### src/inc/bssp_pkg.sv
// Functional notes
// - Receive sync pin driven only when enabled.
// - Receive sync source: frame or multiframe sync.
// - Disabled receive sync pin follows invert bit.
// - DS1/E1 receive modes present NRZ serial data.
// - Serial data updates on selected receive edge.
// - Receive serial enable turns data output on.
// - Other receive modes hold serial data low.
// - Transmit clock pin shows mux clock when enabled.
// - Transmit data sampled on selected clock edge.
// - Transmit sync pin driven only when enabled.
// - Transmit sync source: frame or multiframe sync.
// - Source select zero takes clock from input pin.
// - Multipurpose input may realign frame or multiframe.
// - Receive clock pin: clock or invert level.
// - Transmit data taken only in DS1/E1 modes.
package bssp_pkg;
	// Register byte addresses.
	localparam logic [7:0] ADDR_CLK_A = 8'h00;
	localparam logic [7:0] ADDR_CLK_C = 8'h04;
	localparam logic [7:0] ADDR_CLK_D = 8'h08;
	localparam logic [7:0] ADDR_MODE = 8'h0c;
	localparam logic [7:0] ADDR_STATUS = 8'h10;
	// Status register bit positions.
	localparam int ST_OVF_POS = 0;
	localparam int ST_VALID_POS = 1;
	localparam int ST_READY_POS = 2;
	// Mode encodings; the upper bit set means neither DS1 nor E1.
	localparam logic [1:0] MODE_DS1 = 2'h0;
	localparam logic [1:0] MODE_E1 = 2'h1;
	// Transmit clock source selections.
	localparam logic [3:0] TX_CLOCK_SOURCE_SELECT_TIN = 4'h0;
	localparam logic [3:0] TX_CLOCK_SOURCE_SELECT_RXCLK = 4'h1;
	// Multipurpose input sync roles.
	localparam logic [1:0] TIN_NONE = 2'h0;
	localparam logic [1:0] TIN_FS = 2'h1;
	localparam logic [1:0] TIN_MF = 2'h2;
	// Frame geometry.
	localparam logic [8:0] DS1_FRAME_BITS = 9'h0c1;
	localparam logic [8:0] E1_FRAME_BITS = 9'h100;
	localparam logic [4:0] DS1_MF_FRAMES = 5'h18;
	localparam logic [4:0] E1_MF_FRAMES = 5'h10;
	// Internal transmit clock half period.
	localparam int CLK_PERIOD_NS = 10;
	localparam int TX_INT_HALF_NS = 244;
	localparam int TX_INT_HALF_CYC = TX_INT_HALF_NS / CLK_PERIOD_NS;
	// Register layouts, least significant field last.
	typedef struct packed {
		logic rx_clock_out_enable;
		logic rx_serial_enable;
		logic rx_clock_invert;
		logic rx_sync_out_invert;
		logic rx_sync_out_select;
		logic rx_sync_out_enable;
	} bssp_rxc_s;
	typedef struct packed {
		logic [1:0] tin_role;
		logic tx_sync_out_select;
		logic tx_sync_out_enable;
		logic tx_clock_invert;
		logic tx_clock_out_enable;
	} bssp_txc_s;
	typedef struct packed {
		logic [1:0] transmitter_mode_field;
		logic [1:0] receiver_mode_field;
	} bssp_mode_s;
	// One transmit bit with its framing marks.
	typedef struct packed {
		logic mfsync;
		logic fsync;
		logic data;
	} bssp_txw_s;
	// Reset values.
	localparam logic [3:0] TX_CLOCK_SOURCE_SELECT_RST = 4'h0;
	localparam bssp_rxc_s RXC_RST = 6'h00;
	localparam bssp_txc_s TXC_RST = 6'h00;
	localparam bssp_mode_s MODE_RST = 4'h0;
	// Frame length in bits for a mode.
	function automatic logic [8:0] frame_bits(input logic [1:0] m);
		return (m == MODE_E1) ? E1_FRAME_BITS : DS1_FRAME_BITS;
	endfunction
	// Multiframe length in frames for a mode.
	function automatic logic [4:0] mf_frames(input logic [1:0] m);
		return (m == MODE_E1) ? E1_MF_FRAMES : DS1_MF_FRAMES;
	endfunction
endpackage

### src/design/bssp_pin_if.sv
// The implementer's own choices: the register offsets and register access over Wishbone.
`timescale 1ns/100ps
module bssp_pin_if #(
	parameter int TX_DIV_HALF = bssp_pkg::TX_INT_HALF_CYC,
	parameter int FIFO_DEPTH = 32
)
(
	// Clock and reset.
	input wire logic clk_i,
	input wire logic rst_i,
	// Wishbone register slave.
	input wire logic wb_cyc_i,
	input wire logic wb_stb_i,
	input wire logic wb_we_i,
	input wire logic [7:0] wb_adr_i,
	input wire logic [3:0] wb_sel_i,
	input wire logic [31:0] wb_dat_i,
	output logic [31:0] wb_dat_o,
	output logic wb_ack_o,
	// Receive side from the line receiver, asynchronous.
	input wire logic rx_recovered_clock_i,
	input wire logic rx_line_data_i,
	input wire logic rx_line_fsync_i,
	input wire logic rx_line_mfsync_i,
	// Transmit pins from the framer, asynchronous.
	input wire logic tx_serial_data_in_i,
	input wire logic tx_multipurpose_in_i,
	// Output pins.
	output logic rx_recovered_clock_out_o,
	output logic rx_serial_data_out_o,
	output logic rx_sync_out_pin_o,
	output logic tx_clock_out_o,
	output logic tx_sync_out_pin_o,
	// Transmit bits toward the transmitter.
	output bssp_pkg::bssp_txw_s tx_bits_o,
	output logic tx_bits_valid_o,
	input wire logic tx_bits_ready_i
);
	import bssp_pkg::*;

	if (TX_DIV_HALF < 1 || TX_DIV_HALF > 4096)
	begin : g_bad
		$error("bssp_pin_if: TX_DIV_HALF out of range");
	end

	logic [3:0] tx_clock_source_select;
	bssp_rxc_s rxc;
	bssp_txc_s txc;
	bssp_mode_s mode;
	logic tx_ovf;
	logic [5:0] sync1;
	logic [5:0] sync2;
	logic rxc_s, rxd_s, rxfs_s, rxmf_s, tser_s, tin_s;
	logic rxc_d, txc_d;
	logic rx_upd;
	logic tx_clk_sel;
	logic tx_smp;
	logic [11:0] div_cnt;
	logic int_clk;
	logic [8:0] tpos;
	logic [4:0] tfrm;
	logic [8:0] next_tpos;
	logic [4:0] next_tfrm;
	logic tin_fs, tin_mf;
	logic tfirst, tmfirst;
	logic push;
	logic fifo_ready;
	logic wr_en;
	logic [31:0] next_rdata;

	// All pin inputs pass two flops; clock and data keep the same delay.
	always_ff @(posedge clk_i)
	begin
		if (rst_i)
		begin
			sync1 <= 6'h00;
			sync2 <= 6'h00;
		end
		else
		begin
			sync1 <= {rx_recovered_clock_i, rx_line_data_i, rx_line_fsync_i,
				rx_line_mfsync_i, tx_serial_data_in_i, tx_multipurpose_in_i};
			sync2 <= sync1;
		end
	end
	assign {rxc_s, rxd_s, rxfs_s, rxmf_s, tser_s, tin_s} = sync2;

	// Internal transmit clock from a divider of the system clock.
	always_ff @(posedge clk_i)
	begin
		if (rst_i)
		begin
			div_cnt <= 12'h000;
			int_clk <= 1'b0;
		end
		else if (div_cnt == 12'(TX_DIV_HALF - 1))
		begin
			div_cnt <= 12'h000;
			int_clk <= !int_clk;
		end
		else
			div_cnt <= div_cnt + 12'h001;
	end

	// Transmit clock mux; the pin source makes the input a clock.
	always_comb
	begin
		if (tx_clock_source_select == TX_CLOCK_SOURCE_SELECT_TIN)
			tx_clk_sel = tin_s;
		else if (tx_clock_source_select == TX_CLOCK_SOURCE_SELECT_RXCLK)
			tx_clk_sel = rxc_s;
		else
			tx_clk_sel = int_clk;
	end

	// Edge finders on the already synchronised clock levels.
	always_ff @(posedge clk_i)
	begin
		if (rst_i)
		begin
			rxc_d <= 1'b0;
			txc_d <= 1'b0;
		end
		else
		begin
			rxc_d <= rxc_s;
			txc_d <= tx_clk_sel;
		end
	end
	// Invert clear: data updates on rising edges, samples on falling ones.
	assign rx_upd = rxc.rx_clock_invert ? (rxc_d && !rxc_s) : (rxc_s && !rxc_d);
	assign tx_smp = txc.tx_clock_invert ? (tx_clk_sel && !txc_d)
		: (txc_d && !tx_clk_sel);

	// Receive serial data; low when disabled or outside DS1/E1.
	always_ff @(posedge clk_i)
	begin
		if (rst_i)
			rx_serial_data_out_o <= 1'b0;
		else if (!rxc.rx_serial_enable || mode.receiver_mode_field[1])
			rx_serial_data_out_o <= 1'b0;
		else if (rx_upd)
			rx_serial_data_out_o <= rxd_s;
	end

	// Receive sync pin: a one-bit pulse, or a static level when disabled.
	always_ff @(posedge clk_i)
	begin
		if (rst_i)
			rx_sync_out_pin_o <= 1'b0;
		else if (!rxc.rx_sync_out_enable)
			rx_sync_out_pin_o <= rxc.rx_sync_out_invert;
		else if (rx_upd)
			rx_sync_out_pin_o <= rxc.rx_sync_out_select ? rxmf_s : rxfs_s;
	end

	// Receive clock pin and transmit clock pin.
	always_ff @(posedge clk_i)
	begin
		if (rst_i)
		begin
			rx_recovered_clock_out_o <= 1'b0;
			tx_clock_out_o <= 1'b0;
		end
		else
		begin
			rx_recovered_clock_out_o <= rxc.rx_clock_out_enable ? rxc_s : rxc.rx_clock_invert;
			tx_clock_out_o <= txc.tx_clock_out_enable ? tx_clk_sel : 1'b0;
		end
	end

	// Transmit framing; the input pin may realign when it is not the clock.
	always_comb
	begin
		tin_fs = (tx_clock_source_select != TX_CLOCK_SOURCE_SELECT_TIN) && (txc.tin_role == TIN_FS) && tin_s;
		tin_mf = (tx_clock_source_select != TX_CLOCK_SOURCE_SELECT_TIN) && (txc.tin_role == TIN_MF) && tin_s;
		next_tpos = (tpos == frame_bits(mode.transmitter_mode_field) - 9'h001) ? 9'h000
			: tpos + 9'h001;
		next_tfrm = tfrm;
		if (tin_fs || tin_mf)
			next_tpos = 9'h000;
		if (next_tpos == 9'h000)
			next_tfrm = (tfrm == mf_frames(mode.transmitter_mode_field) - 5'h01) ? 5'h00
				: tfrm + 5'h01;
		if (tin_mf)
			next_tfrm = 5'h00;
		tfirst = (next_tpos == 9'h000);
		tmfirst = tfirst && (next_tfrm == 5'h00);
	end

	// Counters start at the last DS1 bit so the first sample in DS1 mode opens a frame.
	always_ff @(posedge clk_i)
	begin
		if (rst_i)
		begin
			tpos <= DS1_FRAME_BITS - 9'h001;
			tfrm <= DS1_MF_FRAMES - 5'h01;
		end
		else if (tx_smp && !mode.transmitter_mode_field[1])
		begin
			tpos <= next_tpos;
			tfrm <= next_tfrm;
		end
	end

	// Transmit sync pin, pulsed for the first bit of a frame or multiframe.
	always_ff @(posedge clk_i)
	begin
		if (rst_i)
			tx_sync_out_pin_o <= 1'b0;
		else if (!txc.tx_sync_out_enable)
			tx_sync_out_pin_o <= 1'b0;
		else if (tx_smp)
			tx_sync_out_pin_o <= txc.tx_sync_out_select ? tmfirst : tfirst;
	end

	// Sampled transmit bits go through the FIFO; other modes ignore the pin.
	assign push = tx_smp && !mode.transmitter_mode_field[1];

	bssp_fifo #(
		.WIDTH($bits(bssp_txw_s)),
		.DEPTH(FIFO_DEPTH)
	) u_fifo (
		.clk_i(clk_i),
		.rst_i(rst_i),
		.in_data_i({tmfirst, tfirst, tser_s}),
		.in_valid_i(push),
		.in_ready_o(fifo_ready),
		.out_data_o(tx_bits_o),
		.out_valid_o(tx_bits_valid_o),
		.out_ready_i(tx_bits_ready_i)
	);

	// A pin cannot be stalled, so a full FIFO drops the bit and flags it.
	assign wr_en = wb_cyc_i && wb_stb_i && wb_we_i && wb_ack_o && wb_sel_i[0];

	always_ff @(posedge clk_i)
	begin
		if (rst_i)
			tx_ovf <= 1'b0;
		else if (push && !fifo_ready)
			tx_ovf <= 1'b1;
		else if (wr_en && wb_adr_i == ADDR_STATUS && wb_dat_i[ST_OVF_POS])
			tx_ovf <= 1'b0;
	end

	// Control registers; writes land on the edge that sees ack high.
	always_ff @(posedge clk_i)
	begin
		if (rst_i)
		begin
			tx_clock_source_select <= TX_CLOCK_SOURCE_SELECT_RST;
			rxc <= RXC_RST;
			txc <= TXC_RST;
			mode <= MODE_RST;
		end
		else if (wr_en)
		begin
			case (wb_adr_i)
				ADDR_CLK_A: tx_clock_source_select <= wb_dat_i[3:0];
				ADDR_CLK_C: rxc <= wb_dat_i[5:0];
				ADDR_CLK_D: txc <= wb_dat_i[5:0];
				ADDR_MODE: mode <= wb_dat_i[3:0];
				default: ;
			endcase
		end
	end

	// Read mux; unmapped addresses read as zero.
	always_comb
	begin
		next_rdata = 32'h00000000;
		case (wb_adr_i)
			ADDR_CLK_A: next_rdata[3:0] = tx_clock_source_select;
			ADDR_CLK_C: next_rdata[5:0] = rxc;
			ADDR_CLK_D: next_rdata[5:0] = txc;
			ADDR_MODE: next_rdata[3:0] = mode;
			ADDR_STATUS:
			begin
				next_rdata[ST_OVF_POS] = tx_ovf;
				next_rdata[ST_VALID_POS] = tx_bits_valid_o;
				next_rdata[ST_READY_POS] = fifo_ready;
			end
			default: ;
		endcase
	end

	// One wait state: ack rises a cycle after the strobe and falls after one.
	always_ff @(posedge clk_i)
	begin
		if (rst_i)
		begin
			wb_ack_o <= 1'b0;
			wb_dat_o <= 32'h00000000;
		end
		else
		begin
			wb_ack_o <= wb_cyc_i && wb_stb_i && !wb_ack_o;
			wb_dat_o <= next_rdata;
		end
	end
endmodule // bssp_pin_if

### src/design/bssp_fifo.sv
`timescale 1ns/100ps
module bssp_fifo #(
	parameter int WIDTH = 3,
	parameter int DEPTH = 32
)
(
	// Clock and reset.
	input wire logic clk_i,
	input wire logic rst_i,
	// Fill side.
	input wire logic [WIDTH-1:0] in_data_i,
	input wire logic in_valid_i,
	output logic in_ready_o,
	// Drain side.
	output logic [WIDTH-1:0] out_data_o,
	output logic out_valid_o,
	input wire logic out_ready_i
);
	localparam int AW = $clog2(DEPTH);

	// Pointers wrap naturally, so only powers of two are served.
	if (DEPTH < 2 || (1 << AW) != DEPTH || WIDTH < 1)
	begin : g_bad
		$error("bssp_fifo: DEPTH must be a power of two");
	end

	logic [WIDTH-1:0] mem [DEPTH];
	logic [AW-1:0] wr_ptr;
	logic [AW-1:0] rd_ptr;
	logic [AW:0] count;
	logic [AW:0] next_count;
	logic push;
	logic load;

	// The output register refills whenever it is empty or being drained.
	assign push = in_valid_i && in_ready_o;
	assign load = (count != '0) && (!out_valid_o || out_ready_i);

	always_comb
	begin
		next_count = count;
		if (push && !load)
			next_count = count + 1'b1;
		else if (load && !push)
			next_count = count - 1'b1;
	end

	// Storage write port.
	always_ff @(posedge clk_i)
	begin
		if (push)
			mem[wr_ptr] <= in_data_i;
	end

	// Pointers, level and a registered ready so the pin-side stays clean.
	always_ff @(posedge clk_i)
	begin
		if (rst_i)
		begin
			wr_ptr <= '0;
			rd_ptr <= '0;
			count <= '0;
			in_ready_o <= 1'b0;
		end
		else
		begin
			if (push)
				wr_ptr <= wr_ptr + 1'b1;
			if (load)
				rd_ptr <= rd_ptr + 1'b1;
			count <= next_count;
			in_ready_o <= (next_count != DEPTH[AW:0]);
		end
	end

	// Registered read data.
	always_ff @(posedge clk_i)
	begin
		if (rst_i)
		begin
			out_data_o <= '0;
			out_valid_o <= 1'b0;
		end
		else if (load)
		begin
			out_data_o <= mem[rd_ptr];
			out_valid_o <= 1'b1;
		end
		else if (out_ready_i)
			out_valid_o <= 1'b0;
	end
endmodule // bssp_fifo

### config.mk
export PLATFORM = sky130hd
export DESIGN_NAME = bssp_pin_if
export DESIGN_NICKNAME = d
export VERILOG_FILES = /design/src/inc/bssp_pkg.sv /design/src/design/bssp_pin_if.sv /design/src/design/bssp_fifo.sv
export SDC_FILE = /design/constraint.sdc
export NUM_CORES = 1
export LEC_CHECK = 0
export BUFFER_PORTS_ARGS = -buffer_cell sky130_fd_sc_hd__buf_2
export CORE_MARGIN = 2
export CORE_UTILIZATION = 45
export DETAILED_ROUTE_END_ITERATION = 10
export GPL_TIMING_DRIVEN = 1
export PLACE_DENSITY = 0.67
export SETUP_SLACK_MARGIN = 0.2
export SLEW_MARGIN = 10
export SYNTH_ARGS = -nofsm -noshare
export SYNTH_HDL_FRONTEND = slang
export SYNTH_SLANG_ARGS = --single-unit
### constraint.sdc
create_clock -name clk_i -period 3.18 [get_ports clk_i]
set_input_delay 0 -clock clk_i [delete_from_list [all_inputs] [get_ports clk_i]]
set_output_delay 0 -clock clk_i [all_outputs]
set_load 0.005 [all_outputs]
Word-level counts from Yosys, hierarchy flattened
Memory sizes are Yosys's and may differ from the RTL's. A register that Yosys moved wholly into a read port is not among the register bits. Cells that the tools add are included.

Flip-flop bits (word level): 118. Latch bits: 0. Memory bits (writable): 96. Bits in read-only memories: 0. Output and inout port bits: 42. Word-level logic and storage cells: 141. Memories kept: 1.

Add/subtract/negate cells: 9. Multipliers: 0. Divide/modulo/power cells: 0. $lt $le $gt $ge: 0. Eq/ne operators: 13. Shifts and indexed selects: 0. Muxes and demuxes: 27. Bitwise gates (word level): 2. Reduce and logical (&&, ||, !) cells: 53.

Memories: u_fifo.mem (words 32, bits a word 3, read ports 1, clocked after memory_dff 1, wr ports 1, line bssp_fifo.sv:27) `logic [WIDTH-1:0] mem [DEPTH];`.

Operators with widths (count): $mux 9 (3); $logic_and 1x1->1 (22); $eq 8x4->1 const B (2); $add 5x1->5 const B (3); $mux 1 (15); $mux 5 (3); $pmux 3 s5 (1); $add 12x1->12 const B (1); $eq 12x5->1 const B (1); $logic_not 1->1 (12); $mux 6 (2); $add 9x1->9 const B (1); $eq 9x9->1 (1); $logic_not 9->1 (1); $sub 9x1->9 const B (1); $eq 8x3->1 const B (1); $eq 8x5->1 const B (1); $logic_not 8->1 (1); $reduce_and 2->1 (4); $reduce_or 2->1 (4); $add 6x1->6 const B (1); $ne 6x6->1 const B (1); $reduce_bool 6->1 (1); $sub 6x1->6 const B (1); 15 further kinds (20).

Longest topological paths before layout
Gate-level depths: netlist of the first run.

Depth in word-level cells: 13. Depth in mapped cells: 9.

Hierarchy
Synthesis of the first run repeated with hierarchy kept, for this count alone.

Cells, all modules: 715. Area, all modules: 8430.6 µm².

By module, submodules not included: bssp_fifo (instances 1, cells each 317, area each 4914.7 µm²); bssp_pin_if (instances 1, cells each 398, area each 3515.9 µm²).

Least setup slack after synthesis of the first run
OpenSTA, ideal clock, no wires.

Kind: reg-to-reg. Start: register tpos[0]. End: memory u_fifo.mem[0][2], data pin. Arrival time: 2.574 ns. Data required time: 2.803 ns. Slack: 0.229 ns. Stages on the path, launching flop included: 8. Buffers on the path: 0. Cells stage by stage: dfxtp_1 > ha_1 > and4_1 > a2111oi_0 > a211oi_1 > nor3_1 > nor2_1 > a21oi_1.

Longest elaborated chain between the ends: 8. Elaborated cells between the ends (all ways): 9. Classes of those cells: add/sub: 1; eq/ne: 1; mux: 4; reduce/logical: 3.

Ends and longest elaborated chain: start, declared (line bssp_pin_if.sv:60) `logic [8:0] tpos;`; start signal, assigned (line bssp_pin_if.sv:196) `tpos <= DS1_FRAME_BITS - 9'h001;`; start signal, assigned (line bssp_pin_if.sv:201) `tpos <= next_tpos;`; $add 9x1->9 or $eq 9x9->1 (tied branches) (line bssp_pin_if.sv:178, bssp_pin_if.sv:177); $mux 9 * (line bssp_pin_if.sv:177) `next_tpos = (tpos == frame_bits(mode.transmitter_mode_field) - 9'h001) ? 9'h000`; $mux 9 * (line bssp_pin_if.sv:180) `if (tin_fs || tin_mf)`; $logic_not 9->1 * (line bssp_pin_if.sv:182, bssp_pin_if.sv:187); $mux 5 (line bssp_pin_if.sv:182) `if (next_tpos == 9'h000)`; $mux 5 (line bssp_pin_if.sv:185) `if (tin_mf)`; $logic_not 5->1 (line bssp_pin_if.sv:188) `tmfirst = tfirst && (next_tfrm == 5'h00);`; $logic_and 1x1->1 * (line bssp_pin_if.sv:188); net tmfirst (line bssp_pin_if.sv:65) `logic tfirst, tmfirst;`; end, declared (line bssp_fifo.sv:27).

Mark *: on every way through the listed nets, which the timed path passes. The rest lies on a longest branch.

Worst setup path after layout of the first run
Start: register tpos[0]. End: memory u_fifo.mem[31][2], data pin.

Same word-level chain as after synthesis.

==> results of run 1 <==
==> cells by family after synthesis <==
group	count (synthesis)
adder cells (fa/ha/maj)	10
other	1
multiplexers	53
buffers and inverters	73
XOR/XNOR	29
AO/OA/AOI/OAI	80
flip-flops	191
AND/OR/NAND/NOR	280
==> worst register-to-register path, cell delays in order (launching register included) <==
cell and delay [ns]:
dfxtp_1 0.39, ha_1 0.31, and4_1 0.25, a2111oi_0 0.48, a211oi_1 0.12, nor3_1 0.32, nor2_1 0.16, a21oi_2 0.13
buf_4 0.31
==> metal layers <==
layer | part of all wire (%) | vias up | routed length, um
met5 | 0 | - | 0
met4 | 1.6 | 0 | 261
met3 | 4.8 | 25 | 798
met2 | 50 | 153 | 8240
met1 | 44 | 2693 | 7250
li1 | - | 2638 | -
==> what timing repair did <==
| action | in CTS | in global routing |
|---|---|---|
| hold endpoints to repair | 34 | 0 |
| hold buffers | 18 | 0 |
| endpoints found under the setup margin | 0 | 0 |
| gates resized for setup | 0 | 0 |
==> cell usage in the layout, fill, tap and decap left out, types with 3 or more instances in the layout <==
cell type	n
and2_1	7
or3b_2	3
xor2_1	21
and3_1	9
nand3_1	30
edfxtp_1	96
nand4_1	9
nor3_1	14
nand2b_1	5
or3_1	3
dfxtp_1	95
clkbuf_16	17
o21ai_0	12
nand3b_1	7
a211oi_1	6
a21oi_1	30
dlygate4sd3_1	18
nor2b_1	23
inv_8	5
mux4_2	34
nor2_1	97
ha_1	10
mux2i_1	16
buf_4	8
clkinv_8	4
inv_1	11
xnor2_1	8
nand2_1	56
a22oi_1	7
or4_1	3
buf_2	42
conb_1	26
==> state kept, by name, summed over array words and instances, names as in the netlist, 6 cells and up <==
name	cells
txc	6
u_fifo.mem	96
sync2	6
rxc	6
div_cnt	12
tpos	9
sync1	6
u_fifo.count	6
wb_dat_o	6
==> area by class of cell <==
class	count	area, um^2
Tap cell	229	287
Sequential cell	191	4780
Multi-Input combinational cell	478	3340
Inverter	11	41.3
Clock buffer	17	425
Timing Repair Buffer	70	490
Fill cell	1514	8620
Clock inverter	14	164
==> path summary, 6_finish.rpt <==
path	start	endpoint	slack [ns]
hold / removal	wb_sel_i[0]	tx_ovf	0.03
hold reg to reg	sync1[0]	sync2[0]	0.43
setup reg to reg	tpos[0]	u_fifo.mem[31][2]	0.48
setup / recovery	tpos[0]	u_fifo.mem[31][2]	0.48
==> report_power, final <==
| part | switching, mW | internal (mW) | total, mW |
|---|---|---|---|
| Sequential | 0.117 | 2.69 | 2.80 |
| Clock | 1.02 | 1.06 | 2.07 |
| Combinational | 0.563 | 0.571 | 1.13 |
==> metrics by stage <==
stage               area, um^2  total power, mW  util (%)  hold WS [ns]  setup slack (ns)
floorplan                 8500             3.71         -        0.0799             0.229
global placement          8760             3.94      48.3         0.209             0.694
detailed placement        8760             3.98      48.3         0.215             0.549
CTS                       9530             6.06      52.5       0.00712             0.533
global route              9530             6.28      52.5        0.0493             0.291
finish                    9530             6.01      52.5        0.0276             0.479
==> metrics, run 1 <==
hold crit path type=in -> reg; main combinational cell family by area after synthesis=simple AND/OR/NAND/NOR gates; fin. max-slew vios=0; share of the synthesized area in the top cell type=34.3%; unrepaired setup endpoints after global routing=no; XOR/XNOR share of the synthesized area=under 10%; Critical Path, Cell by Cell=ha_1, and4_1, a2111oi_0, a211oi_1, nor3_1, nor2_1, a21oi_2, buf_4; Critical Path End Type=flop; aggregate negative setup slack=0 ns; critical path fanouts, max=32; Rows=between 40 and 50; Avg Cell Area, Syn=around 12 um^2; count leader, synth=nor2_1; Worst Hold Path Cells=6; GRT Max-Usage Layer=met2; Routed Antenna Nets=0; GRT met3 Usage=~3.9%; CP bufs+invs=1; initial antenna violation count=0; WP data required=approximately 3.4 ns; period utilization=a little over four fifths; outcome=completed; root buf cell=clkbuf_16; total routed wirelength=about 17000 um; largest net degree at the start of global routing=38; Clock Sinks=~190; Worst path depth=8; met1 usage=between 20 and 25%; top post-synthesis cells by area=edfxtp_1, dfxtp_1, mux4_2, nor2_1, nand2_1; Synth async-reset ratio=0%; Synth Area in Compound Gates=around 6.1%; clock transition at the registers of the reported paths=around 0.070 ns; Layout area overhead=13.4%; share of layout cells above drive strength 1=16.8%; worst clock skew=around 0.013 ns; mapped cell area=~0.0084 mm^2; Worst Tran Pin Value=1.08 ns; via/cell ratio=approximately 5.5; adder-cell area share of the yosys netlist=around 1.5%; post-synth cell types=64; Post-CTS Repair Setup Buffers=0; power per cell area=631 mW/mm^2; vias in the first global route=~5500; post-synthesis sequential area ratio=between 50 and 60%; met2 Track Usage GR=about 29%; CTS H-Tree Depth=4; CP arrival=between 2 and 3 ns; gr usage total=approximately 17%; first-pass GRT wire length=between 20000 and 30000 um; dpl hpwl=11200 um; EDFF count, synth=96; mux share of post-synthesis cell area=11.6%; clk_lat worst skew=between 0.4 and 0.5 ns; final hold vios=0; antenna cell count=0; Post-synth top flop=edfxtp_1; Static Leak=around 3.3 nW; GRT Residual Overflow=0; drt first pass iters=5; Die ar.=0.0198 mm^2; final layout net count=between 800 and 900; Critical Path Slowest Stage Cell=a2111oi_0; VDD IR max=between 300 and 400 uV; fin crit period=2.70 ns; Final setup violation count=0; Synth top cells by count=nor2_1, edfxtp_1, dfxtp_1; Top delay family on crit path=simple AND/OR/NAND/NOR gates; Starting DRT DRC Count=between 300 and 400; core area=between 0.015 and 0.02 mm^2; die span in y=about 140 um; Peak Freq=about 0.37 GHz; Die W=approximately 140 um; DR WL/cell=about 16 um; # DRC=0; TritonCTS clock tree=yes; Cells after Synth=717; startpoint class of the critical path=flop; I/O pins=between 90 and 100; Syn. warnings=0; GPL Wtd Cong=between 0.8 and 0.9; reg2reg path depth=8; max-cap violations=0; Initial Util=a little under half; #FFs+latches synth=between 150 and 200; CTS Buf Count=17; worst-case clock buffer depth=2; port buffer count=42; placed cell count=about 960; critical path type=reg -> reg; non-filler cells, final=between 1000 and 1500; via count=approximately 5500; Worst path max stage delay=0.48 ns; simple-gate share of the synthesized area=between 10% and 20%; area leader, netlist=edfxtp_1; Max-Slew Margin vs Limit=approximately 28%
Power figures use the tool's default switching activity.
==> run 2, diff against run 1 <==
--- a/config.mk
+++ b/config.mk
@@ -5,6 +5,7 @@
 export SDC_FILE = /design/constraint.sdc
 export NUM_CORES = 1
 export LEC_CHECK = 0
+export ABC_AREA = 1
 export BUFFER_PORTS_ARGS = -buffer_cell sky130_fd_sc_hd__buf_2
 export CORE_MARGIN = 2
 export CORE_UTILIZATION = 45
==> constraint.sdc (replaced) <==
create_clock -name clk_i -period 2.45 [get_ports clk_i]
set_input_delay 0 -clock clk_i [delete_from_list [all_inputs] [get_ports clk_i]]
set_output_delay 0 -clock clk_i [all_outputs]
set_load 0.005 [all_outputs]
==> metrics, run 2 <==
CP bufs+invs=3 (was 1); CTS Buf Count=17 (unchanged); outcome=completed (unchanged); Critical Path End Type=flop (unchanged); final layout net count=1133 (was 835); via count=6873 (was 5509); CP startpoint=tpos[0] (unchanged); Max-Slew Margin vs Limit=63.2% (was 28.0%); antenna cell count=0 (unchanged); CTS H-Tree Depth=4 (unchanged); R2R Path Start=tpos[0] (unchanged); share of the synthesized area in the top cell type=33.9% (was 34.3%); clock transition at the registers of the reported paths=0.08 ns (was 0.07 ns); Synth async-reset ratio=0% (unchanged); Static Leak=4.00 nW (was 3.31 nW); #FFs+latches synth=191 (unchanged); clk_lat worst skew=0.44 ns (about the same); met1 usage=24.6% (was 22.2%); unrepaired setup endpoints after global routing=yes (was no); most frequent cells in the layout=nor2_1, nand2_1, o21ai_0, edfxtp_1, inv_1 (was nor2_1, edfxtp_1, dfxtp_1, nand2_1, buf_2); Post-Place Setup Slack=0.0752 ns (was 0.549 ns); Die W=141 um (about the same); VDD IR max=542 uV (was 320 uV); critical path fanouts, max=8 (was 32); GRT Max-Usage Layer=met2 (unchanged); power per cell area=792 mW/mm^2 (was 631 mW/mm^2); Starting DRT DRC Count=395 (was 336); Rows=50 (was 49); Syn. warnings=0 (unchanged); GPL Wtd Cong=0.914 (was 0.856); simple-gate share of the synthesized area=20.1% (was 16.2%); Initial Util=45.6% (was 46.3%); Hold Slack=0.0336 ns (was 0.0276 ns); Synth Area in Compound Gates=12.9% (was 6.15%); dpl hpwl=12500 um (was 11200 um); core area=0.0186 mm^2 (was 0.0181 mm^2); placed cell count=1231 (was 961); Final setup violation count=0 (unchanged); area leader, netlist=edfxtp_1 (unchanged); Peak Freq=0.424 GHz (was 0.370 GHz); hold crit path type=in -> reg (unchanged); Final WS setup=0.0889 ns (was 0.479 ns); fin crit period=2.36 ns (was 2.70 ns); Clock Sinks=191 (unchanged); non-filler cells, final=1314 (was 1010); EDFF count, synth=96 (unchanged); post-synth cell types=39 (was 64); Routed Antenna Nets=0 (unchanged); top post-synthesis cells by area=edfxtp_1, dfxtp_1, nor2_1, o21ai_0, nand2_1 (was edfxtp_1, dfxtp_1, mux4_2, nor2_1, nand2_1); GRT met3 Usage=3.04% (was 3.94%); max-cap violations=0 (unchanged); Critical Path, Cell by Cell=ha_4, nand3_4, inv_2, nand3_1, nand2_1, nand3b_1, nand2_2, nor2_4, nand2_4, o21ai_0, nand2_1, nand2_2, nor2_4, buf_12, clkbuf_16 (was ha_1, and4_1, a2111oi_0, a211oi_1, nor3_1, nor2_1, a21oi_2, buf_4); I/O pins=98 (unchanged); drt first pass iters=5 (unchanged); post-synthesis sequential area ratio=56.3% (was 56.9%); reg2reg path depth=15 (was 8); Synth top cells by count=nor2_1, nand2_1, o21ai_0 (was nor2_1, edfxtp_1, dfxtp_1); first-pass GRT wire length=29400 um (was 27000 um); Worst path max stage delay=0.39 ns (was 0.48 ns); Worst Tran Pin Value=0.547 ns (was 1.08 ns); count leader, synth=nor2_1 (unchanged); Avg Cell Area, Syn=8.81 um^2 (was 11.7 um^2); root buf cell=clkbuf_16 (unchanged); Cells after Synth=964 (was 717); GRT Residual Overflow=0 (unchanged); CP arrival=2.55 ns (was 2.92 ns); final hold vios=0 (unchanged); DR WL/cell=14.7 um (was 16.4 um); worst-case clock buffer depth=2 (unchanged); met2 Track Usage GR=31.3% (was 29.2%); TritonCTS clock tree=yes (unchanged); adder-cell area share of the yosys netlist=1.47% (was 1.49%); total routed wirelength=19300 um (was 16600 um); Biggest register=u_fifo.mem (unchanged); Layout area overhead=21.3% (was 13.4%); largest net degree at the start of global routing=50 (was 38); share of layout cells above drive strength 1=20.0% (was 16.8%); # DRC=0 (unchanged); XOR/XNOR share of the synthesized area=1.03% (was 3.02%); die span in y=141 um (about the same); startpoint class of the critical path=flop (unchanged); reg2reg setup slack=0.09 ns (was 0.48 ns); largest registers=u_fifo.mem x96, div_cnt x12, tpos x9 (unchanged); mapped cell area=0.00849 mm^2 (was 0.00840 mm^2); gr usage total=18.7% (was 17.3%); mux share of post-synthesis cell area=0% (was 11.6%); initial antenna violation count=0 (unchanged); Die ar.=0.0200 mm^2 (was 0.0198 mm^2); vias in the first global route=6090 (was 5458); period utilization=96.4% (was 84.9%); reg2reg end=u_fifo.mem[18][2] (was u_fifo.mem[31][2]); port buffer count=42 (unchanged); Post-synth top flop=edfxtp_1 (unchanged); main combinational cell family by area after synthesis=simple AND/OR/NAND/NOR gates (unchanged); Top delay family on crit path=simple AND/OR/NAND/NOR gates (unchanged); Critical Path Slowest Stage Cell=dfxtp_4 (was a2111oi_0); WP data required=2.64 ns (was 3.40 ns); worst clock skew=0.0131 ns (was 0.0134 ns); fin. max-slew vios=0 (unchanged); most common cell after layout, fill and taps aside=nor2_1 (unchanged); max reg flops=96 (unchanged); Worst path depth=15 (was 8); Worst Setup EP=u_fifo.mem[18][2] (was u_fifo.mem[31][2]); hold_sp=wb_adr_i[3] (was wb_sel_i[0]); via/cell ratio=5.23 (was 5.45); critical path type=reg -> reg (unchanged)
==> run 2: layout make-up <==
type	instances	area, um^2
clock inverter	14	144
multi-input combinational	641	3370
clock buffer	18	429
tap	234	293
fill	1627	8340
inverter	104	390
sequential	191	4810
timing repair buffer	112	867
==> run 2: worst min-delay path, stage by stage <==
cell and delay (ns):
buf_2 0.11, nor4_2 0.05, buf_4 0.15, nand2_1 0.06, a21oi_1 0.05
==> run 2: kinds of logic after synthesis <==
kind of cell             Yosys count
flip-flops                       191
AO/OA/AOI/OAI                    198
AND/OR/NAND/NOR                  397
buffers and inverters            157
XOR/XNOR                          10
other                              1
adder cells (fa/ha/maj)           10
==> run 2: how the worst min path moves through the flow <==
stage                             end  slack [ns]  cells after the start
final                     wb_dat_o[4]        0.03                      5
after global routing      wb_dat_o[4]        0.04                      5
after CTS                 wb_dat_o[4]        0.02                      5
after detailed placement     sync1[0]        0.21                      3
after global placement       sync1[4]        0.20                      3
after floorplan              sync1[0]        0.11                      2
==> run 2: power by group <==
group	internal (mW)	leakage, nW	switching, mW
Clock	1.36	0.276	1.29
Sequential	3.47	1.67	0.104
Combinational	0.704	2.05	1.24
==> run 2: per-layer routing <==
layer	share of wire, %	up-vias	wire length (um)
met1	44	3202	8530
met4	2.4	0	456
met2	49	205	9410
li1	-	3424	-
met5	0	-	0
met3	4.8	42	919
==> run 2: per-stage QoR <==
step	setup TNS (ns)	instance area [um^2]	util, %	power, mW
detailed placement	0	8960	48.0	5.35
CTS	0	9760	52.4	8.02
global placement	0	8960	48.0	5.33
global route	-1.07	10300	55.3	8.57
floorplan	0	8590	-	4.85
finish	0	10300	55.3	8.16
==> run 2: repair_timing <==
item                       4_1_cts  5_1_grt
setup endpoints to repair       32      143
gates resized for setup          5       91
hold buffers                    21        0
gates cloned                     0        3
pin swaps                        3       34
buffers inserted                 1       26
hold endpoints to repair        36        0
==> run 3, diff against run 2 <==
--- a/config.mk
+++ b/config.mk
@@ -8,10 +8,10 @@
 export ABC_AREA = 1
 export BUFFER_PORTS_ARGS = -buffer_cell sky130_fd_sc_hd__buf_2
 export CORE_MARGIN = 2
-export CORE_UTILIZATION = 45
+export CORE_UTILIZATION = 53
 export DETAILED_ROUTE_END_ITERATION = 10
 export GPL_TIMING_DRIVEN = 1
-export PLACE_DENSITY = 0.67
+export PLACE_DENSITY = 0.76
 export SETUP_SLACK_MARGIN = 0.2
 export SLEW_MARGIN = 10
 export SYNTH_ARGS = -nofsm -noshare
==> metrics, run 3 (same netlist as run 2, synthesis figures left out) <==
outcome=completed (unchanged); combinational power share=23.3% (was 23.8%); Die ar.=0.0171 mm^2 (was 0.0200 mm^2); core area=0.0158 mm^2 (was 0.0186 mm^2); Critical Path Slowest Stage Cell=dfxtp_4 (unchanged); Rows=46 (was 50); # DRC=0 (unchanged); Initial Util=53.9% (was 45.6%); period utilization=96.4% (about the same); Die W=131 um (was 141 um); CTS H-Tree Depth=4 (unchanged); Critical Path End Type=flop (unchanged); TritonCTS clock tree=yes (unchanged); Worst Tran Pin Value=0.609 ns (was 0.547 ns); Flop pwr share=43.5% (was 43.7%); fin crit period=2.36 ns (about the same); Internal Power=5.60 mW (was 5.53 mW); unrepaired setup endpoints after global routing=yes (unchanged); most frequent cells in the layout=nor2_1, nand2_1, o21ai_0, edfxtp_1, inv_1 (unchanged); worst-case clock buffer depth=2 (unchanged); critical path type=reg -> reg (unchanged); clock share of power=33.1% (was 32.5%); fin. max-slew vios=0 (unchanged); power per cell area=813 mW/mm^2 (was 792 mW/mm^2); via/cell ratio=5.37 (was 5.23); vias in the first global route=6175 (was 6090); Biggest register=u_fifo.mem (unchanged); initial antenna violation count=0 (unchanged); Routed Antenna Nets=0 (unchanged); max-cap violations=0 (unchanged); clk_lat worst skew=0.44 ns (about the same); CP startpoint=tpos[0] (unchanged); final hold vios=0 (unchanged); final layout net count=1110 (was 1133); Layout area overhead=18.6% (was 21.3%); Peak Freq=0.423 GHz (was 0.424 GHz); Max-Slew Margin vs Limit=59.3% (was 63.2%); CP arrival=2.65 ns (was 2.55 ns); max reg flops=96 (unchanged); root buf cell=clkbuf_16 (unchanged); placed cell count=1210 (was 1231); most common cell after layout, fill and taps aside=nor2_1 (unchanged); non-filler cells, final=1273 (was 1314); antenna cell count=0 (unchanged); total power draw=8.20 mW (was 8.16 mW); worst clock skew=0.0139 ns (was 0.0131 ns); Clock Sinks=191 (unchanged); dpl hpwl=12000 um (was 12500 um); clock transition at the registers of the reported paths=0.07 ns (was 0.08 ns); Fillers=1243 (was 1627); reg2reg setup slack=0.09 ns (about the same); most common cell type on the critical path=nand2_2; switching portion of total power=31.6% (was 32.3%); first-pass GRT wire length=29900 um (was 29400 um); largest registers=u_fifo.mem x96, div_cnt x12, tpos x9 (unchanged); aggregate negative setup slack=0 ns (unchanged); total routed wirelength=19400 um (was 19300 um); I/O pins=98 (unchanged); critical path fanouts, max=16 (was 8); largest net degree at the start of global routing=51 (was 50); Starting DRT DRC Count=471 (was 395); R2R Path Start=tpos[0] (unchanged); Worst path max stage delay=0.38 ns (was 0.39 ns); startpoint class of the critical path=flop (unchanged); share of layout cells above drive strength 1=17.8% (was 20.0%); DR WL/cell=15.2 um (was 14.7 um); port buffer count=42 (unchanged); gr usage total=22.5% (was 18.7%); drt first pass iters=5 (unchanged); Static Leak=3.87 nW (was 4.00 nW); Critical Path, Cell by Cell=nand2_2, nor2_2, nand2_1, nand2_2, nand2_4, nand3b_1, nand2_2, nor2_4, nand3_1, nand3_1, nand2_1, nor2_2, nand2_2, nor2_4, clkbuf_16 (was ha_4, nand3_4, inv_2, nand3_1, nand2_1, nand3b_1, nand2_2, nor2_4, nand2_4, o21ai_0, nand2_1, nand2_2, nor2_4, buf_12, clkbuf_16); Sw Pwr=2.59 mW (was 2.64 mW); hold_sp=wb_adr_i[3] (unchanged); VDD IR max=561 uV (was 542 uV); CTS Buf Count=17 (unchanged); WP data required=2.74 ns (was 2.64 ns); GRT Residual Overflow=0 (unchanged); via count=6834 (was 6873); hold crit path type=in -> reg (unchanged); die span in y=131 um (was 141 um); Final setup violation count=0 (unchanged); GPL Wtd Cong=0.928 (was 0.914)
==> run 3: cell types whose count changed in the layout (fill, tap and decap cells not counted), sizes merged <==
| cell | delta |
|---|---|
| nor2 | +1 |
| inv | -2 |
| clkinv | -1 |
| buf | -24 |
| clkinvlp | -2 |
| clkbuf | +5 |
==> run 3: timing repair <==
action | CTS | global route
hold buffers | 21 | 0
endpoints found under the setup margin | 35 | 157
resized for setup | 13 | 76
pin swaps | 5 | 9
endpoints found under the hold margin | 33 | 0
buffers inserted | 1 | 6
cloned | 0 | 3
==> run 3: area by class of cell <==
| cell class | count | area (um^2) | share of cell area (%) |
|---|---|---|---|
| Inverter | 104 | 395 | 3.92 |
| Timing Repair Buffer | 88 | 656 | 6.51 |
| Clock buffer | 23 | 512 | 5.08 |
| Sequential cell | 191 | 4810 | 47.8 |
| Tap cell | 216 | 270 | 2.68 |
| Clock inverter | 9 | 72.6 | 0.720 |
| Multi-Input combinational cell | 642 | 3360 | 33.3 |
==> run 3: path summary, 6_finish.rpt <==
kind                  endpoint  cells past startpoint
min                wb_dat_o[4]                      5
max          u_fifo.mem[16][2]                     15
max reg2reg  u_fifo.mem[16][2]                     15
min reg2reg           sync2[0]                      2
==> run 3: per-layer routing <==
layer | part of all wire (%) | up-vias | global-route usage [%]
met5 | 0 | - | 0
met2 | 49 | 258 | 37.5
met3 | 6.0 | 30 | 4.56
met4 | 1.5 | 0 | 7.57
li1 | - | 3375 | -
met1 | 44 | 3171 | 29.6
==> run 3: power by group through the flow <==
| stage | Combinational [mW] | Clock [mW] | Sequential [mW] |
|---|---|---|---|
| 6_report | 1.91 | 2.72 | 3.57 |
| 5_1_grt | 2.11 | 2.87 | 3.58 |
| 4_1_cts | 1.75 | 2.75 | 3.57 |
| 3_5_place_dp | 1.70 | 0 | 3.64 |
| 3_3_place_gp | 1.66 | 0 | 3.63 |
| 2_1_floorplan | 1.23 | 0 | 3.62 |
==> run 3: per-stage QoR <==
| step | util (%) | hold slack, ns | worst slack, ns | instance area [um^2] |
|---|---|---|---|---|
| final | 63.9 | 0.0331 | 0.0881 | 10100 |
| after floorplan | - | 0.107 | 0.239 | 8590 |
| after CTS | 61.8 | 0.0192 | 0.200 | 9740 |
| after global placement | 56.5 | 0.200 | 0.137 | 8910 |
| after global routing | 63.9 | 0.0425 | -0.0793 | 10100 |
| after detailed placement | 56.5 | 0.207 | 0.0880 | 8910 |
==> run 3: critical path: cells and delay by family, from the launching register on <==
kind / cells / cell delay, ns
buffers and inverters: 1 / 0.23
flip-flops: 1 / 0.38
AND/OR/NAND/NOR: 14 / 1.60
